===== src/mfm_pkg.sv =====
// Constants, register map and types for the motor driver fault manager.
// Assumes a single 250 MHz clock and a plain register port.
//
// Notes on behaviour
// Internal clock re-enables high side at full duty
// Internal clock 20 or 40 kHz selectable
// Supply undervoltage disables FETs, pump, logic; auto resume
// Supply lost flag latched low until cleared
// Analog rail undervoltage acts like supply undervoltage
// Buck undervoltage: only buck off, fault pin, flags
// Buck recovery restarts buck; flags stay latched
// Bus error reported only when not disabled
// Trim error latches Hi-Z until sleep reset
// Pump undervoltage disables FETs, latches flag
// Overvoltage acts only when enabled
// Overcurrent action chosen by two-bit selector
// Clear command and sleep pulse clear identically; the clear command here leaves the trim latch set
package mfm_pkg;

  // ---------------------------------------------------------------
  // Timing
  // ---------------------------------------------------------------
  localparam int CLK_MHZ          = 250;
  localparam int PWM20_KHZ        = 20;
  localparam int PWM40_KHZ        = 40;
  localparam int PWM20_CYC        = CLK_MHZ * 1000 / PWM20_KHZ;
  localparam int PWM40_CYC        = CLK_MHZ * 1000 / PWM40_KHZ;
  localparam int RETRY_US_DEF     = 500;
  localparam int RETRY_CYC_DEF    = RETRY_US_DEF * CLK_MHZ;
  localparam int RST_PULSE_US_DEF = 20;
  localparam int RST_PULSE_CYC_DEF = RST_PULSE_US_DEF * CLK_MHZ;
  localparam int CNT_W            = 20;

  // ---------------------------------------------------------------
  // Register map
  // ---------------------------------------------------------------
  localparam logic [3:0] ADDR_STATUS = 4'h0;
  localparam logic [3:0] ADDR_CTRL   = 4'h1;
  localparam logic [3:0] ADDR_IRQ_ST = 4'h2;
  localparam logic [3:0] ADDR_IRQ_MK = 4'h3;
  localparam logic [3:0] ADDR_LIVE   = 4'h4;

  // Status bit positions
  localparam int ST_SUPPLY_OK = 0;
  localparam int ST_FAULT     = 1;
  localparam int ST_BUCK_FLT  = 2;
  localparam int ST_BUCK_DIP  = 3;
  localparam int ST_PUMP_UV   = 4;
  localparam int ST_OVP       = 5;
  localparam int ST_OCP       = 6;
  localparam int ST_BUS_ERR   = 7;
  localparam int ST_TRIM_ERR  = 8;
  localparam int ST_W         = 9;

  // Control bit positions
  localparam int CT_CLEAR     = 0;
  localparam int CT_PWM40     = 1;
  localparam int CT_OVERVOLT_EN = 2;
  localparam int CT_BUSREP_DIS = 3;
  localparam int CT_OCP_LO    = 4;

  localparam logic [7:0] CTRL_RST = 8'h00;
  localparam logic [ST_W-1:0] MASK_RST = 9'h000;

  typedef enum logic [1:0] {
    MFM_OCP_LATCH  = 2'h0,
    MFM_OCP_RETRY  = 2'h1,
    MFM_OCP_REPORT = 2'h2,
    MFM_OCP_OFF    = 2'h3
  } mfm_ocp_t;

  typedef enum {MFM_OC_IDLE, MFM_OC_HOLD, MFM_OC_WAIT} mfm_oc_st_t;

  typedef struct packed {
    logic supply_uv;
    logic analog_rail_undervolt;
    logic buck_low;
    logic pump_uv;
    logic ovp;
    logic ocp;
    logic bus_err;
    logic trim_err;
  } mfm_cond_t;

  typedef struct packed {
    logic fets_en;
    logic pump_en;
    logic logic_en;
    logic buck_en;
  } mfm_enables_t;

endpackage : mfm_pkg


===== src/mfm_full_duty.sv =====
// Full-duty high-side re-enable clock.
// Assumes current-limit trip is a synchronous level from the analog side.
`timescale 1ns/1ps
module mfm_full_duty (
  input  wire logic sys_clk,
  input  wire logic rst,
  input  wire logic sel_40k,
  input  wire logic pwm_in,
  input  wire logic ilim_trip,
  output logic      hs_on
);
  localparam logic [15:0] P20 = 16'(mfm_pkg::PWM20_CYC - 1);
  localparam logic [15:0] P40 = 16'(mfm_pkg::PWM40_CYC - 1);

  logic [15:0] cnt_r;
  logic        pwm_d_r;
  logic        cut_r;
  logic        hs_r;
  wire  [15:0] top     = sel_40k ? P40 : P20;
  wire         tick    = (cnt_r >= top);
  wire         pwm_rise = pwm_in & ~pwm_d_r;
  // A PWM rising edge, or the internal tick while PWM is high, ends the cut
  wire         restart = pwm_rise | (pwm_in & tick);

  always_ff @(posedge sys_clk) begin
    // Wrap on every tick so the count stays bounded while the input is low
    if (rst || pwm_rise || tick) cnt_r <= 16'h0000;
    else                cnt_r <= cnt_r + 16'h0001;
  end

  always_ff @(posedge sys_clk) begin
    if (rst) begin
      pwm_d_r <= 1'b0;
      cut_r   <= 1'b0;
      hs_r    <= 1'b0;
    end else begin
      pwm_d_r <= pwm_in;
      if (ilim_trip)    cut_r <= 1'b1;
      else if (restart) cut_r <= 1'b0;
      hs_r <= pwm_in & ~(cut_r & ~restart) & ~ilim_trip;
    end
  end
  assign hs_on = hs_r;
endmodule : mfm_full_duty


===== src/mfm_top.sv =====
// Fault supervision core: latching, pin and enables, register port, interrupt.
// Assumes condition inputs are synchronous levels; sleep_n_pin synchronous.
//
// Local design decisions: the register offsets and strobed register access.
`timescale 1ns/1ps
module mfm_top #(
  parameter int RETRY_CYC     = mfm_pkg::RETRY_CYC_DEF,
  parameter int RST_PULSE_CYC = mfm_pkg::RST_PULSE_CYC_DEF
) (
  input  wire logic                sys_clk,
  input  wire logic                rst,
  input  wire mfm_pkg::mfm_cond_t  cond,
  input  wire logic                sleep_n_pin,
  input  wire logic                pwm_in,
  input  wire logic                ilim_trip,
  input  wire logic [3:0]          reg_addr,
  input  wire logic [15:0]         reg_wdata,
  input  wire logic                reg_wr,
  input  wire logic                reg_rd,
  output logic [15:0]              reg_rdata,
  output mfm_pkg::mfm_enables_t    enables,
  output logic                     hs_on,
  output logic                     fault_n_pin,
  output logic                     irq
);
  localparam int W = mfm_pkg::ST_W;

  // ---------------------------------------------------------------
  // Control register and clear sources
  // ---------------------------------------------------------------
  localparam int CNT_W_L = mfm_pkg::CNT_W;
  logic [7:0]   ctrl_r;
  logic         clr_cmd_r;
  logic [CNT_W_L-1:0] slp_cnt_r;
  logic         slp_d_r;

  wire wr_ctrl  = reg_wr && (reg_addr == mfm_pkg::ADDR_CTRL);
  wire wr_irqst = reg_wr && (reg_addr == mfm_pkg::ADDR_IRQ_ST);
  wire wr_mask  = reg_wr && (reg_addr == mfm_pkg::ADDR_IRQ_MK);
  wire clr_write = wr_ctrl && reg_wdata[mfm_pkg::CT_CLEAR];
  wire sel_40k   = ctrl_r[mfm_pkg::CT_PWM40];
  wire overvolt_enable = ctrl_r[mfm_pkg::CT_OVERVOLT_EN];
  wire busrep_dis = ctrl_r[mfm_pkg::CT_BUSREP_DIS];
  wire mfm_pkg::mfm_ocp_t ocp_sel = mfm_pkg::mfm_ocp_t'(ctrl_r[mfm_pkg::CT_OCP_LO +: 2]);

  // A low pulse at least the reset width counts, seen on the rising edge
  wire slp_rise   = sleep_n_pin & ~slp_d_r;
  wire slp_clear  = slp_rise && (slp_cnt_r >= CNT_W_L'(RST_PULSE_CYC));
  wire clear_all  = clr_cmd_r | slp_clear;

  always_ff @(posedge sys_clk) begin
    if (rst) begin
      ctrl_r    <= mfm_pkg::CTRL_RST;
      clr_cmd_r <= 1'b0;
      slp_d_r   <= 1'b1;
      slp_cnt_r <= '0;
    end else begin
      if (wr_ctrl) ctrl_r <= {reg_wdata[7:1], 1'b0};
      clr_cmd_r <= clr_write;
      slp_d_r   <= sleep_n_pin;
      if (sleep_n_pin)                  slp_cnt_r <= '0;
      else if (~&slp_cnt_r)             slp_cnt_r <= slp_cnt_r + 1'b1;
    end
  end

  // ---------------------------------------------------------------
  // Overcurrent response
  // ---------------------------------------------------------------
  mfm_pkg::mfm_oc_st_t oc_st_r;
  logic [CNT_W_L-1:0]  retry_r;
  wire oc_event = cond.ocp && (ocp_sel != mfm_pkg::MFM_OCP_OFF);

  always_ff @(posedge sys_clk) begin
    if (rst) begin
      oc_st_r <= mfm_pkg::MFM_OC_IDLE;
      retry_r <= '0;
    end else begin
      case (oc_st_r)
        mfm_pkg::MFM_OC_IDLE: begin
          retry_r <= '0;
          if (oc_event) begin
            if (ocp_sel == mfm_pkg::MFM_OCP_RETRY) oc_st_r <= mfm_pkg::MFM_OC_WAIT;
            else                                   oc_st_r <= mfm_pkg::MFM_OC_HOLD;
          end
        end
        mfm_pkg::MFM_OC_HOLD: begin
          // Latched and report modes release on clear once the condition is gone
          if (clear_all && !cond.ocp) oc_st_r <= mfm_pkg::MFM_OC_IDLE;
        end
        mfm_pkg::MFM_OC_WAIT: begin
          retry_r <= retry_r + 1'b1;
          if (retry_r >= CNT_W_L'(RETRY_CYC - 1)) oc_st_r <= mfm_pkg::MFM_OC_IDLE;
        end
        default: oc_st_r <= mfm_pkg::MFM_OC_IDLE;
      endcase
    end
  end

  wire oc_active = (oc_st_r != mfm_pkg::MFM_OC_IDLE);
  wire oc_hiz    = oc_active && (ocp_sel != mfm_pkg::MFM_OCP_REPORT);

  // ---------------------------------------------------------------
  // Latched flags
  // ---------------------------------------------------------------
  logic [W-1:0] st_r;
  logic         trim_r;
  wire          power_lost = cond.supply_uv | cond.analog_rail_undervolt;
  wire          bus_rep    = cond.bus_err && !busrep_dis;
  wire          ovp_act    = cond.ovp && overvolt_enable;
  wire [W-1:0]  set_v;
  assign set_v[mfm_pkg::ST_SUPPLY_OK] = 1'b0;
  assign set_v[mfm_pkg::ST_BUCK_FLT]  = cond.buck_low;
  assign set_v[mfm_pkg::ST_BUCK_DIP]  = cond.buck_low;
  assign set_v[mfm_pkg::ST_PUMP_UV]   = cond.pump_uv;
  assign set_v[mfm_pkg::ST_OVP]       = ovp_act;
  assign set_v[mfm_pkg::ST_OCP]       = oc_event;
  assign set_v[mfm_pkg::ST_BUS_ERR]   = bus_rep;
  assign set_v[mfm_pkg::ST_TRIM_ERR]  = cond.trim_err;
  assign set_v[mfm_pkg::ST_FAULT]     = |set_v[W-1:mfm_pkg::ST_BUCK_FLT];

  always_ff @(posedge sys_clk) begin
    if (rst) begin
      st_r   <= '0;
      trim_r <= 1'b0;
    end else begin
      // Set wins over clear; supply flag reads 0 after loss until cleared
      for (int i = 0; i < W; i++) begin
        if (set_v[i])       st_r[i] <= 1'b1;
        else if (clear_all) st_r[i] <= 1'b0;
      end
      if (power_lost)       st_r[mfm_pkg::ST_SUPPLY_OK] <= 1'b0;
      else if (clear_all)   st_r[mfm_pkg::ST_SUPPLY_OK] <= 1'b1;
      // Trim error ignores the clear command: only sleep pulse or reset
      if (cond.trim_err)    trim_r <= 1'b1;
      else if (slp_clear)   trim_r <= 1'b0;
    end
  end

  // ---------------------------------------------------------------
  // Pin, enables and interrupt
  // ---------------------------------------------------------------
  logic                  fault_n_r;
  mfm_pkg::mfm_enables_t en_r;
  logic [W-1:0]          irq_st_r;
  logic [W-1:0]          mask_r;
  logic                  irq_r;
  logic [15:0]           rdata_r;

  wire bridge_off = power_lost | cond.pump_uv | ovp_act | oc_hiz | trim_r;
  wire fault_now  = cond.buck_low | cond.pump_uv | ovp_act | bus_rep | trim_r
                  | (oc_active | (oc_event & (ocp_sel != mfm_pkg::MFM_OCP_RETRY)));
  wire [W-1:0] live_v = {cond.trim_err, cond.bus_err, cond.ocp, cond.ovp, cond.pump_uv,
                         cond.buck_low, cond.buck_low, fault_now, ~power_lost};
  wire [W-1:0] ev_v   = set_v & ~st_r;
  wire [W-1:0] irq_nxt = ev_v | (irq_st_r & ~(wr_irqst ? reg_wdata[W-1:0] : '0));
  wire [15:0]  rd_nxt =
      (reg_addr == mfm_pkg::ADDR_STATUS) ? 16'(st_r | (W'(trim_r) << mfm_pkg::ST_TRIM_ERR)) :
      (reg_addr == mfm_pkg::ADDR_CTRL)   ? {8'h00, ctrl_r} :
      (reg_addr == mfm_pkg::ADDR_IRQ_ST) ? 16'(irq_st_r) :
      (reg_addr == mfm_pkg::ADDR_IRQ_MK) ? 16'(mask_r) :
      (reg_addr == mfm_pkg::ADDR_LIVE)   ? 16'(live_v) : 16'h0000;

  always_ff @(posedge sys_clk) begin
    if (rst) begin
      fault_n_r <= 1'b1;
      en_r      <= '0;
      irq_st_r  <= '0;
      mask_r    <= mfm_pkg::MASK_RST;
      irq_r     <= 1'b0;
      rdata_r   <= 16'h0000;
    end else begin
      fault_n_r        <= ~fault_now;
      en_r.fets_en     <= ~bridge_off;
      en_r.pump_en     <= ~power_lost;
      en_r.logic_en    <= ~power_lost;
      en_r.buck_en     <= ~cond.buck_low;
      irq_st_r         <= irq_nxt;
      if (wr_mask) mask_r <= reg_wdata[W-1:0];
      irq_r            <= |(irq_nxt & mask_r);
      rdata_r          <= reg_rd ? rd_nxt : 16'h0000;
    end
  end

  assign fault_n_pin = fault_n_r;
  assign enables     = en_r;
  assign irq         = irq_r;
  assign reg_rdata   = rdata_r;

  mfm_full_duty u_full_duty (
    .sys_clk   (sys_clk),
    .rst       (rst),
    .sel_40k   (sel_40k),
    .pwm_in    (pwm_in & en_r.fets_en),
    .ilim_trip (ilim_trip),
    .hs_on     (hs_on)
  );
endmodule : mfm_top


===== config.mk =====
export PLATFORM = sky130hd
export DESIGN_NAME = mfm_top
export DESIGN_NICKNAME = d
export VERILOG_FILES = /design/src/mfm_pkg.sv /design/src/mfm_full_duty.sv /design/src/mfm_top.sv
export SDC_FILE = /design/constraint.sdc
export NUM_CORES = 1
export LEC_CHECK = 0
export BUFFER_PORTS_ARGS = -buffer_cell sky130_fd_sc_hd__clkbuf_2
export CAP_MARGIN = 15
export CORE_MARGIN = 3
export CORE_UTILIZATION = 35
export CTS_BUF_LIST = sky130_fd_sc_hd__clkbuf_4
export DETAILED_ROUTE_END_ITERATION = 6
export GPL_TIMING_DRIVEN = 0
export HOLD_SLACK_MARGIN = 0.03
export PLACE_DENSITY = 0.57
export SYNTH_ARGS = -nofsm -noshare
export SYNTH_HDL_FRONTEND = slang
export SYNTH_SLANG_ARGS = --single-unit

===== constraint.sdc =====
create_clock -name sys_clk -period 1.96 [get_ports sys_clk]
set_clock_uncertainty 0.2 [all_clocks]
set_input_delay 0.196 -clock sys_clk [delete_from_list [all_inputs] [get_ports sys_clk]]
set_output_delay 0.196 -clock sys_clk [all_outputs]
set_load 0.01 [all_outputs]

* After elaboration in Yosys (flattened, before gate mapping)
Index checks and enable logic that the tools add are counted.
Storage, ports and cells: register bits after elaboration 148, latch bits 0, RAM bits 0, bits in read-only memories 0, input port bits 35, output and inout bits 23, word-level logic and storage cells 143, memories 0
Operators by class: add/subtract/negate cells 3, multiply operators 0, divide/modulo/power cells 0, $lt $le $gt $ge 3, equal/unequal tests 13, shifts and indexed selects 0, multiplexer cells 25, bitwise operators 38, reduce and logical (&&, ||, !) cells 34
Operator list (count):
- 32-bit two-way mux | 3
- 32-bit case mux with 3 select lines | 1
- 9-bit two-way mux | 6
- 20-bit by 1-bit adder with 20-bit output (second input constant) | 2
- 20-bit case mux with 2 select lines | 1
- 32-bit by 1-bit == test with 1-bit output (second input constant) | 1
- 32-bit by 2-bit == test with 1-bit output (second input constant) | 1
- 32-bit zero test | 1
- 32-bit nonzero test | 1
- 9-bit bitwise AND | 3
- 20-bit by 13-bit greater-or-equal comparator with 1-bit output (second input constant) | 1
- 20-bit by 17-bit greater-or-equal comparator with 1-bit output (second input constant) | 1
- 20-bit AND reduction | 1
- 2-bit nonzero test | 10
- 9-bit inverter | 2
- 9-bit bitwise OR | 2
- 16-bit by 1-bit adder with 16-bit output (second input constant) | 1
- 16-bit greater-or-equal comparator | 1
- 14-bit two-way mux | 1
- 1-bit bitwise OR | 13
- 1-bit two-way mux | 12
- 1-bit logical AND | 10
- 2-bit != test (second input constant) | 5
- 1-bit inverter | 10
- other kinds (14) | 26

* Logic depth before layout (Yosys ltp)
Gate-level depths: netlist of the first run.
depth in word-level cells 10, gate-level depth with buffers 8, depth with buffers taken out 7

* By module
Synthesis of the first run repeated with hierarchy kept, for this count alone.
Second synthesis, totals: cell total of the unflattened synthesis 592, area, all modules 5133.7 um^2
Modules (own cells, without submodules):
- mfm_top | instances 1, cells each 490, area each 4194.0 um^2, sequential area each 1841.8 um^2
- mfm_full_duty | instances 1, cells each 102, area each 939.7 um^2, sequential area each 380.4 um^2

* Least setup slack after synthesis of the first run
OpenSTA, ideal clock, no wires.
kind register to register, start point register ctrl_r[1], end point register u_full_duty.cnt_r[12], library setup time 0.064 ns, arrival time 1.789 ns, data required time 1.696 ns, path slack -0.092 ns, cell stages (with the launch flop) 8, path buffers 1, clock period less this slack 2.052 ns, cell sequence dfxtp_1 -> ha_1 -> a211oi_1 -> o21ai_0 -> a2111oi_1 -> o21ai_1 -> buf_6 -> nor2_1
On the way: word-level cells in the longest chain between the ends 3
Ends and longest elaborated chain:
- start: declaration | RTL line mfm_top.sv:32 | logic [7:0] ctrl_r;
- start signal: assignment | RTL line mfm_top.sv:53 | ctrl_r <= mfm_pkg::CTRL_RST;
- start signal: assignment | RTL line mfm_top.sv:58 | if (wr_ctrl) ctrl_r <= {reg_wdata[7:1], 1'b0};
- 14-bit two-way mux | RTL line mfm_full_duty.sv:19 | wire [15:0] top = sel_40k ? P40 : P20;
- 16-bit greater-or-equal comparator | RTL line mfm_full_duty.sv:20 | wire tick = (cnt_r >= top);
- 1-bit logical OR | RTL line mfm_full_duty.sv:27 | if (rst || pwm_rise || tick) cnt_r <= 16'h0000;
- end signal: assignment | RTL line mfm_full_duty.sv:28 | else cnt_r <= cnt_r + 16'h0001;
- end: declaration | RTL line mfm_full_duty.sv:15 | logic [15:0] cnt_r;
Every way passes these cells. A chain may end at the register's enable or synchronous reset.

* Worst setup path after layout of the first run
start point register retry_r[1], end point register retry_r[12]
On the way: word-level cells in the longest chain between the ends 2
Ends and longest elaborated chain:
- start: declaration | RTL line mfm_top.sv:70 | logic [CNT_W_L-1:0] retry_r;
- start signal: assignment | RTL line mfm_top.sv:91 | retry_r <= retry_r + 1'b1;
- 20-bit by 1-bit adder with 20-bit output | RTL line mfm_top.sv:91
- 20-bit case mux with 2 select lines | RTL line mfm_top.sv:78 | case (oc_st_r)
Every way passes these cells.

==> flow_metrics.py, run 1 <==
metrics = {
    "synthesis": {
        "synthesized_area_fraction_occupied_by_and_or_nand_nor_cells_pct": 24.8,
        "synth_edf_count": 0,
        "synth_fa_ha_area_share_pct": 2.69,
        "ys_seq_area_share_pct": 43.5,
        "share_of_cell_area_taken_by_muxes_after_synthesis_pct": 4.72,
        "synth_compound_area_share_pct": 13.3,
        "area_share_of_the_largest_cell_type_after_synthesis_pct": 43.5,
        "ys_warn_count": 0,
        "mappedNetlistArea_sq_mm": 0.00511,
        "synth.top_cells.by_area": "sky130_fd_sc_hd__dfxtp_1 (43%), sky130_fd_sc_hd__nor2_1 (7.6%), sky130_fd_sc_hd__mux2i_1 (4.5%)",
        "post_synth_xor_area_fraction_pct": 6.85,
        "async_flop_share_pct": 0,
        "syn_inst": 591,
        "postSynthRegisterBits": 111,
        "mean_syn_cell_area_sq_um": 8.65,
        "synth_flop_cell": "sky130_fd_sc_hd__dfxtp_1",
        "synth_cell_types": 63,
        "combinational_family_with_the_most_area_after_synthesis": "simple AND/OR/NAND/NOR gates",
        "synth_largest_area_cell": "sky130_fd_sc_hd__dfxtp_1",
    },
    "cells_and_area": {
        "antenna-diode-count": 0,
        "layout.cells.non_filler": 879,
        "layout_common_cells": "sky130_fd_sc_hd__dfxtp_1 (92), sky130_fd_sc_hd__nor2_1 (91), sky130_fd_sc_hd__clkbuf_2 (42), sky130_fd_sc_hd__nand2_1 (41), sky130_fd_sc_hd__a21oi_1 (27)",
        "design.final.nets": 740,
        "area_delta_synth_final_pct": 28.2,
        "layout.cells.most_common": "sky130_fd_sc_hd__dfxtp_1",
        "layout.core_utilization_pct": 46.5,
        "drive_above_1_share_pct": 23.6,
    },
    "flow_run": {
        "cap_viol_max_count": 0,
    },
    "cts": {
        "insertion_delay_to_the_later_sink_of_the_worst_skew_pair_ns": 0.50,
        "clock_tree.htree_level_count": 3,
        "clock_tree_from_tritoncts": "built",
        "tritoncts_buffers": 9,
        "path_clk_slew_ns": 0.18,
        "clock_path_buffers": 2,
        "clk_root_buffer_cell": "sky130_fd_sc_hd__clkbuf_4",
        "total_clock_sinks": 111,
    },
    "sta": {
        "finalWorstSetupSlack_ns": -0.0677,
        "timing_hold_violations_final": 0,
        "maxSlewHeadroom_pct": 49.7,
        "slew_violations": 0,
        "setup_repair_after_global_routing_missed_its_margin": "yes",
        "fin_tns_setup_ns": -0.770,
        "fin_worst_hold_slack_ns": 0.00432,
        "fmax_ghz": 0.493,
        "timing_worst_slew_pin_value_ns": 0.754,
        "setup_viol": 18,
        "minimum_period_implied_by_the_final_worst_setup_slack_ns": 2.03,
        "min_period_over_period_pct": 103,
    },
    "route": {
        "detail_route.iter0.violations": 313,
        "via_per_inst": 5.16,
        "antenna_left": 0,
        "wire_length_per_cell_um": 15.0,
        "finalWirelength_um": 13200,
        "post-route-drc-count": 0,
        "first_pass_iters": 6,
        "dr_total_vias": 4533,
    },
    "floorplan": {
        "floorplan.die_area_sq_mm": 0.0161,
        "core_region_area_sq_mm": 0.0141,
        "placementRows": 43,
        "design.portCount": 58,
        "die_y_um": 127,
        "initial_core_util_pct": 36.3,
        "fp.dieW_um": 127,
    },
    "outcome": {
        "failed_checks": "negative setup slack",
        "status": "finished, violations left",
    },
    "global_routing": {
        "grt_overflow": 0,
        "grt_antenna_before_repair": 0,
        "first_pass_grt_wire_length_um": 21600,
        "grt_max_degree": 19,
        "number_of_global_route_vias_before_repair": 4393,
        "globalRouteTotalUtil_pct": 16.6,
    },
    "pwr": {
        "power-per-cell-area_mw_per_mm2": 615,
        "power.switching_mw": 1.03,
        "fin_total_pwr_mw": 4.03,
        "leakage_dissipation_nw": 2.48,
        "cell_internal_pwr_mw": 3.00,
        "seq_power_share_pct": 57.8,
        "clockPowerShare_pct": 32.9,
        "pwr-share-comb_pct": 9.3,
        "power.share.switching_pct": 25.5,
        "ir_worst_vdd_mv": 0.267,
    },
    "setup_path": {
        "r2r.worst_path.cells": 5,
        "reg2reg_to": "retry_r[12]$_SDFFE_PP0P_",
        "critical_path.max_fanout": 6,
        "reg2reg_from": "retry_r[1]$_SDFFE_PP0P_",
        "critPathRequiredTime_ns": 2.19,
        "setup.worst_path.class": "reg -> reg",
        "timing.critical_path.from_type": "register",
        "reg2reg_slack_ns": -0.07,
        "end_kind": "register",
        "critPathArrivalTime_ns": 2.26,
    },
    "hold_path": {
        "worstHoldPathType": "in -> reg",
        "hold_end": "irq_st_r[1]$_SDFF_PP0_",
        "timing.hold.worst.start": "reg_addr[2]",
        "hold_depth": 5,
    },
    "place": {
        "gp_routability_congestion": 0.864,
        "dp_hpwl_um": 8930,
        "dp.cells": 820,
        "numPortBuffers": 42,
    },
}
-- power by group through the flow --
stage	Clock (mW)	Combinational, mW	Sequential, mW
after CTS	1.38	0.357	2.34
after global routing	1.46	0.415	2.34
after global placement	0	0.292	2.38
after floorplan	0	0.182	2.38
final	1.32	0.376	2.33
after detailed placement	0	0.297	2.39
-- sequential cells by signal, indices dropped and copies added, names as in the netlist, 2 cells and up --
register,cells
retry_r,20
slp_cnt_r,20
u_full_duty.cnt_r,16
irq_st_r,9
mask_r,9
reg_rdata,9
st_r,8
ctrl_r,7
enables,3
oc_st_r,2
-- kinds of logic after synthesis --
family,Yosys count
AOI/OAI and AO/OA,102
xor gates and xnor gates,40
adders and majority gates,11
buffers and inverters,45
DFF,111
muxes,24
other,1
and+or+nand+nor,257
-- how the worst max path moves through the flow --
stage	start	endpoint	slack, ns
after floorplan	retry_r[0]$_SDFFE_PP0P_	retry_r[12]$_SDFFE_PP0P_	0.01
after global placement	reg_addr[0]	irq$_SDFF_PP0_	-0.38
after CTS	ctrl_r[1]$_SDFFE_PP0P_	u_full_duty.cnt_r[2]$_SDFF_PP0_	-0.10
after detailed placement	reg_addr[0]	irq$_SDFF_PP0_	-0.44
after global routing	ctrl_r[1]$_SDFFE_PP0P_	u_full_duty.cnt_r[7]$_SDFF_PP0_	-0.15
final	retry_r[1]$_SDFFE_PP0P_	retry_r[12]$_SDFFE_PP0P_	-0.07
-- synthesized netlist by cell type, types with 7 or more instances --
cell type                  number
sky130_fd_sc_hd__nor4_1         8
sky130_fd_sc_hd__clkbuf_1      11
sky130_fd_sc_hd__xor2_1        22
sky130_fd_sc_hd__nand3_1       22
sky130_fd_sc_hd__nor3_1        13
sky130_fd_sc_hd__inv_1         18
sky130_fd_sc_hd__mux2i_1       23
sky130_fd_sc_hd__ha_1          11
sky130_fd_sc_hd__nand2_1       41
sky130_fd_sc_hd__and3_1        14
sky130_fd_sc_hd__nor2b_1        9
sky130_fd_sc_hd__a31oi_1       12
sky130_fd_sc_hd__dfxtp_1      111
sky130_fd_sc_hd__a21oi_1       27
sky130_fd_sc_hd__xnor2_1       18
sky130_fd_sc_hd__nand4_1        7
sky130_fd_sc_hd__o21ai_0       20
sky130_fd_sc_hd__buf_4          8
sky130_fd_sc_hd__nor2_1       104
-- per-layer routing --
layer  wire length (um)  track usage, %
met5                  0               0
met4                265            7.26
met3                473            2.69
met2               6320            27.7
met1               6110            21.2
-- area by class of cell --
type	count	area, sq um
timing repair buffer	87	628
buffer	23	134
clock inverter	6	91.3
clock buffer	10	75.1
inverter	20	75.1
fill	1362	7540
tap	180	225
sequential	111	2260
multi-input combinational	442	3060
-- timing repair --
action	CTS	global route
hold buffers	26	0
endpoints found under the setup margin	52	55
pin swaps	23	16
buffers inserted	11	7
hold endpoints to repair	64	0
resized for setup	41	54
cloned	1	0
-- critical path, cell delays in order, from the launching register on --
cell and delay (ns):
sky130_fd_sc_hd__dfxtp_2 0.39, sky130_fd_sc_hd__ha_4 0.14, sky130_fd_sc_hd__nand4b_1 0.14, sky130_fd_sc_hd__or4_4 0.65, sky130_fd_sc_hd__or3_1 0.33, sky130_fd_sc_hd__a21oi_1 0.13
-- stage by stage --
stage               worst slack, ns  instance area, sq um
floorplan                    0.0110                  5160
global placement             -0.384                  5590
detailed placement           -0.435                  5590
CTS                          -0.104                  6300
global route                 -0.153                  6550
finish                      -0.0677                  6550
No activity file was read; power rests on OpenSTA's default activity.
==> run 2, diff against run 1 <==
- TNS_END_PERCENT: default -> 50
==> run 2 against run 1 <==
Against the previous run: the flow finishes with violations (negative hold slack, negative setup slack); non-clock buffer count is 7 lower; maximum frequency is 1.9% lower; clock power decreased by 11%; critical endpoint is now u_full_duty.cnt_r[13]$_SDFF_PP0_; highest routed layer unchanged; first-iteration DRC count decreased by 12%; register-to-register slack got worse by 0.04 ns; final cell count down 0.80%; power shrank 3.7%; final area fell by 2.2%; global-route usage fell by 0.46 points.
==> flow_metrics.py, run 2 (synthesis results as in run 1) <==
metrics = {
    "cts": {
        "clock_tree_from_tritoncts": "built",
        "total_clock_sinks": 111,
        "clk_root_buffer_cell": "sky130_fd_sc_hd__clkbuf_4",
        "path_clk_slew_ns": 0.18,
        "insertion_delay_to_the_later_sink_of_the_worst_skew_pair_ns": 0.49,
        "clock_tree.htree_level_count": 3,
        "clock_path_buffers": 2,
        "tritoncts_buffers": 9,
    },
    "route": {
        "dr_total_vias": 4439,
        "detail_route.iter0.violations": 274,
        "wire_length_per_cell_um": 14.6,
        "first_pass_iters": 5,
        "antenna_left": 0,
        "finalWirelength_um": 12700,
        "via_per_inst": 5.09,
        "post-route-drc-count": 0,
    },
    "global_routing": {
        "number_of_global_route_vias_before_repair": 4336,
        "globalRouteTotalUtil_pct": 16.1,
        "first_pass_grt_wire_length_um": 21000,
        "grt_max_degree": 19,
        "grt_antenna_before_repair": 0,
        "grt_overflow": 0,
    },
    "setup_path": {
        "critPathArrivalTime_ns": 2.31,
        "critical_path.max_fanout": 6,
        "end_kind": "register",
        "critPathRequiredTime_ns": 2.20,
        "setup.worst_path.class": "reg -> reg",
        "timing.critical_path.from_type": "register",
    },
    "place": {
        "dp_hpwl_um": 8700,
        "placement.cell_area_sq_mm": 0.00559,
        "numPortBuffers": 42,
        "gp_routability_congestion": 0.843,
    },
    "sta": {
        "fin_tns_setup_ns": -1.58,
        "finalWorstSetupSlack_ns": -0.107,
        "minimum_period_implied_by_the_final_worst_setup_slack_ns": 2.07,
        "slew_violations": 0,
        "timing_hold_violations_final": 1,
        "fmax_ghz": 0.484,
        "setup_repair_after_global_routing_missed_its_margin": "yes",
        "maxSlewHeadroom_pct": 53.8,
        "setup_viol": 18,
        "fin_worst_hold_slack_ns": -0.00212,
        "timing_worst_slew_pin_value_ns": 0.693,
        "min_period_over_period_pct": 105,
    },
    "cells_and_area": {
        "area_delta_synth_final_pct": 25.3,
        "biggestRegsByFlops": "retry_r: 20 flops, slp_cnt_r: 20 flops, u_full_duty.cnt_r: 16 flops",
        "layout.cells.most_common": "sky130_fd_sc_hd__dfxtp_1",
        "drive_above_1_share_pct": 21.5,
        "antenna-diode-count": 0,
        "stdcell_area_sq_mm": 0.00641,
        "layout_common_cells": "sky130_fd_sc_hd__dfxtp_1 (96), sky130_fd_sc_hd__nor2_1 (93), sky130_fd_sc_hd__clkbuf_2 (43), sky130_fd_sc_hd__nand2_1 (41), sky130_fd_sc_hd__a21oi_1 (27)",
        "design.final.nets": 733,
    },
    "pwr": {
        "ir_worst_vdd_mv": 0.255,
        "fin_total_pwr_mw": 3.88,
        "leakage_dissipation_nw": 2.41,
        "power-per-cell-area_mw_per_mm2": 606,
    },
    "floorplan": {
        "core_region_area_sq_mm": 0.0141,
        "die_y_um": 127,
        "design.portCount": 58,
        "initial_core_util_pct": 36.3,
        "floorplan.die_area_sq_mm": 0.0161,
        "placementRows": 43,
        "fp.dieW_um": 127,
    },
    "outcome": {
        "status": "finished, violations left",
        "failed_checks": "negative hold slack, negative setup slack",
    },
    "flow_run": {
        "cap_viol_max_count": 0,
    },
    "hold_path": {
        "worstHoldPathType": "in -> reg",
    },
}
-- run 2: cell count changes in the layout (fill, tap and decap cells not counted), moves of 2 or more --
cell,delta
sky130_fd_sc_hd__buf_4,-7
sky130_fd_sc_hd__nor2_1,+2
sky130_fd_sc_hd__dfxtp_1,+4
sky130_fd_sc_hd__dfxtp_4,-3
sky130_fd_sc_hd__clkinv_1,+2
-- run 2: area by class of cell --
| class | count | area (sq um) |
|---|---|---|
| plain buffers | 25 | 150 |
| clock buffers | 9 | 67.6 |
| clock inverters | 7 | 70.1 |
| fillers | 1383 | 7690 |
| inverters | 20 | 75.1 |
| multi-input cells | 442 | 3010 |
| flip-flops and latches | 111 | 2250 |
| well taps | 180 | 225 |
| repair buffers | 78 | 558 |
-- run 2: worst paths after layout --
kind                          start                          endpoint  slack, ns  depth (start not counted)
min reg2reg    st_r[0]$_SDFFE_PP0P_              st_r[0]$_SDFFE_PP0P_       0.26                          2
max reg2reg  ctrl_r[1]$_SDFFE_PP0P_  u_full_duty.cnt_r[13]$_SDFF_PP0_      -0.11                          7
min                     reg_addr[2]            irq_st_r[1]$_SDFF_PP0_     -0.002                          5
max          ctrl_r[1]$_SDFFE_PP0P_  u_full_duty.cnt_r[13]$_SDFF_PP0_      -0.11                          7
-- run 2: where the power goes --
part	total [mW]	leakage, nW	switching, mW	internal, mW
combinational	0.364	1.42	0.205	0.159
sequential	2.34	0.911	0.0344	2.30
clock	1.18	0.0733	0.789	0.392
-- run 2: through the flow --
| step | setup WS [ns] | std cells | utilization [%] |
|---|---|---|---|
| after global routing | -0.213 | 872 | 45.5 |
| after detailed placement | -0.384 | 820 | 39.7 |
| after global placement | -0.405 | 820 | 39.7 |
| after CTS | -0.101 | 872 | 44.5 |
| final | -0.107 | 872 | 45.5 |
| after floorplan | -0.00785 | 598 | - |
-- run 2: routing by layer --
metal  GRT usage (%)  share of wire, %  vias up
met5               0                 0        -
li1                -                 -     2237
met4            6.31               1.8        0
met2            27.2                46       87
met1            20.6                48     2101
met3            2.69               3.6       14
-- run 2: what timing repair did --
item	in CTS	in global routing
hold endpoints to repair	66	0
endpoints found under the setup margin	50	53
hold buffers	25	0
pin swaps	23	9
buffers inserted	10	0
resized for setup	44	38
gates cloned	1	0
-- run 2: critical path, cell delays in order (launching register included) --
cell and delay (ns):
sky130_fd_sc_hd__dfxtp_4 0.41, sky130_fd_sc_hd__ha_4 0.16, sky130_fd_sc_hd__or4_4 0.42, sky130_fd_sc_hd__buf_6 0.14
sky130_fd_sc_hd__a2111oi_4 0.34, sky130_fd_sc_hd__o21ai_4 0.13, sky130_fd_sc_hd__buf_6 0.16, sky130_fd_sc_hd__nor2_2 0.07
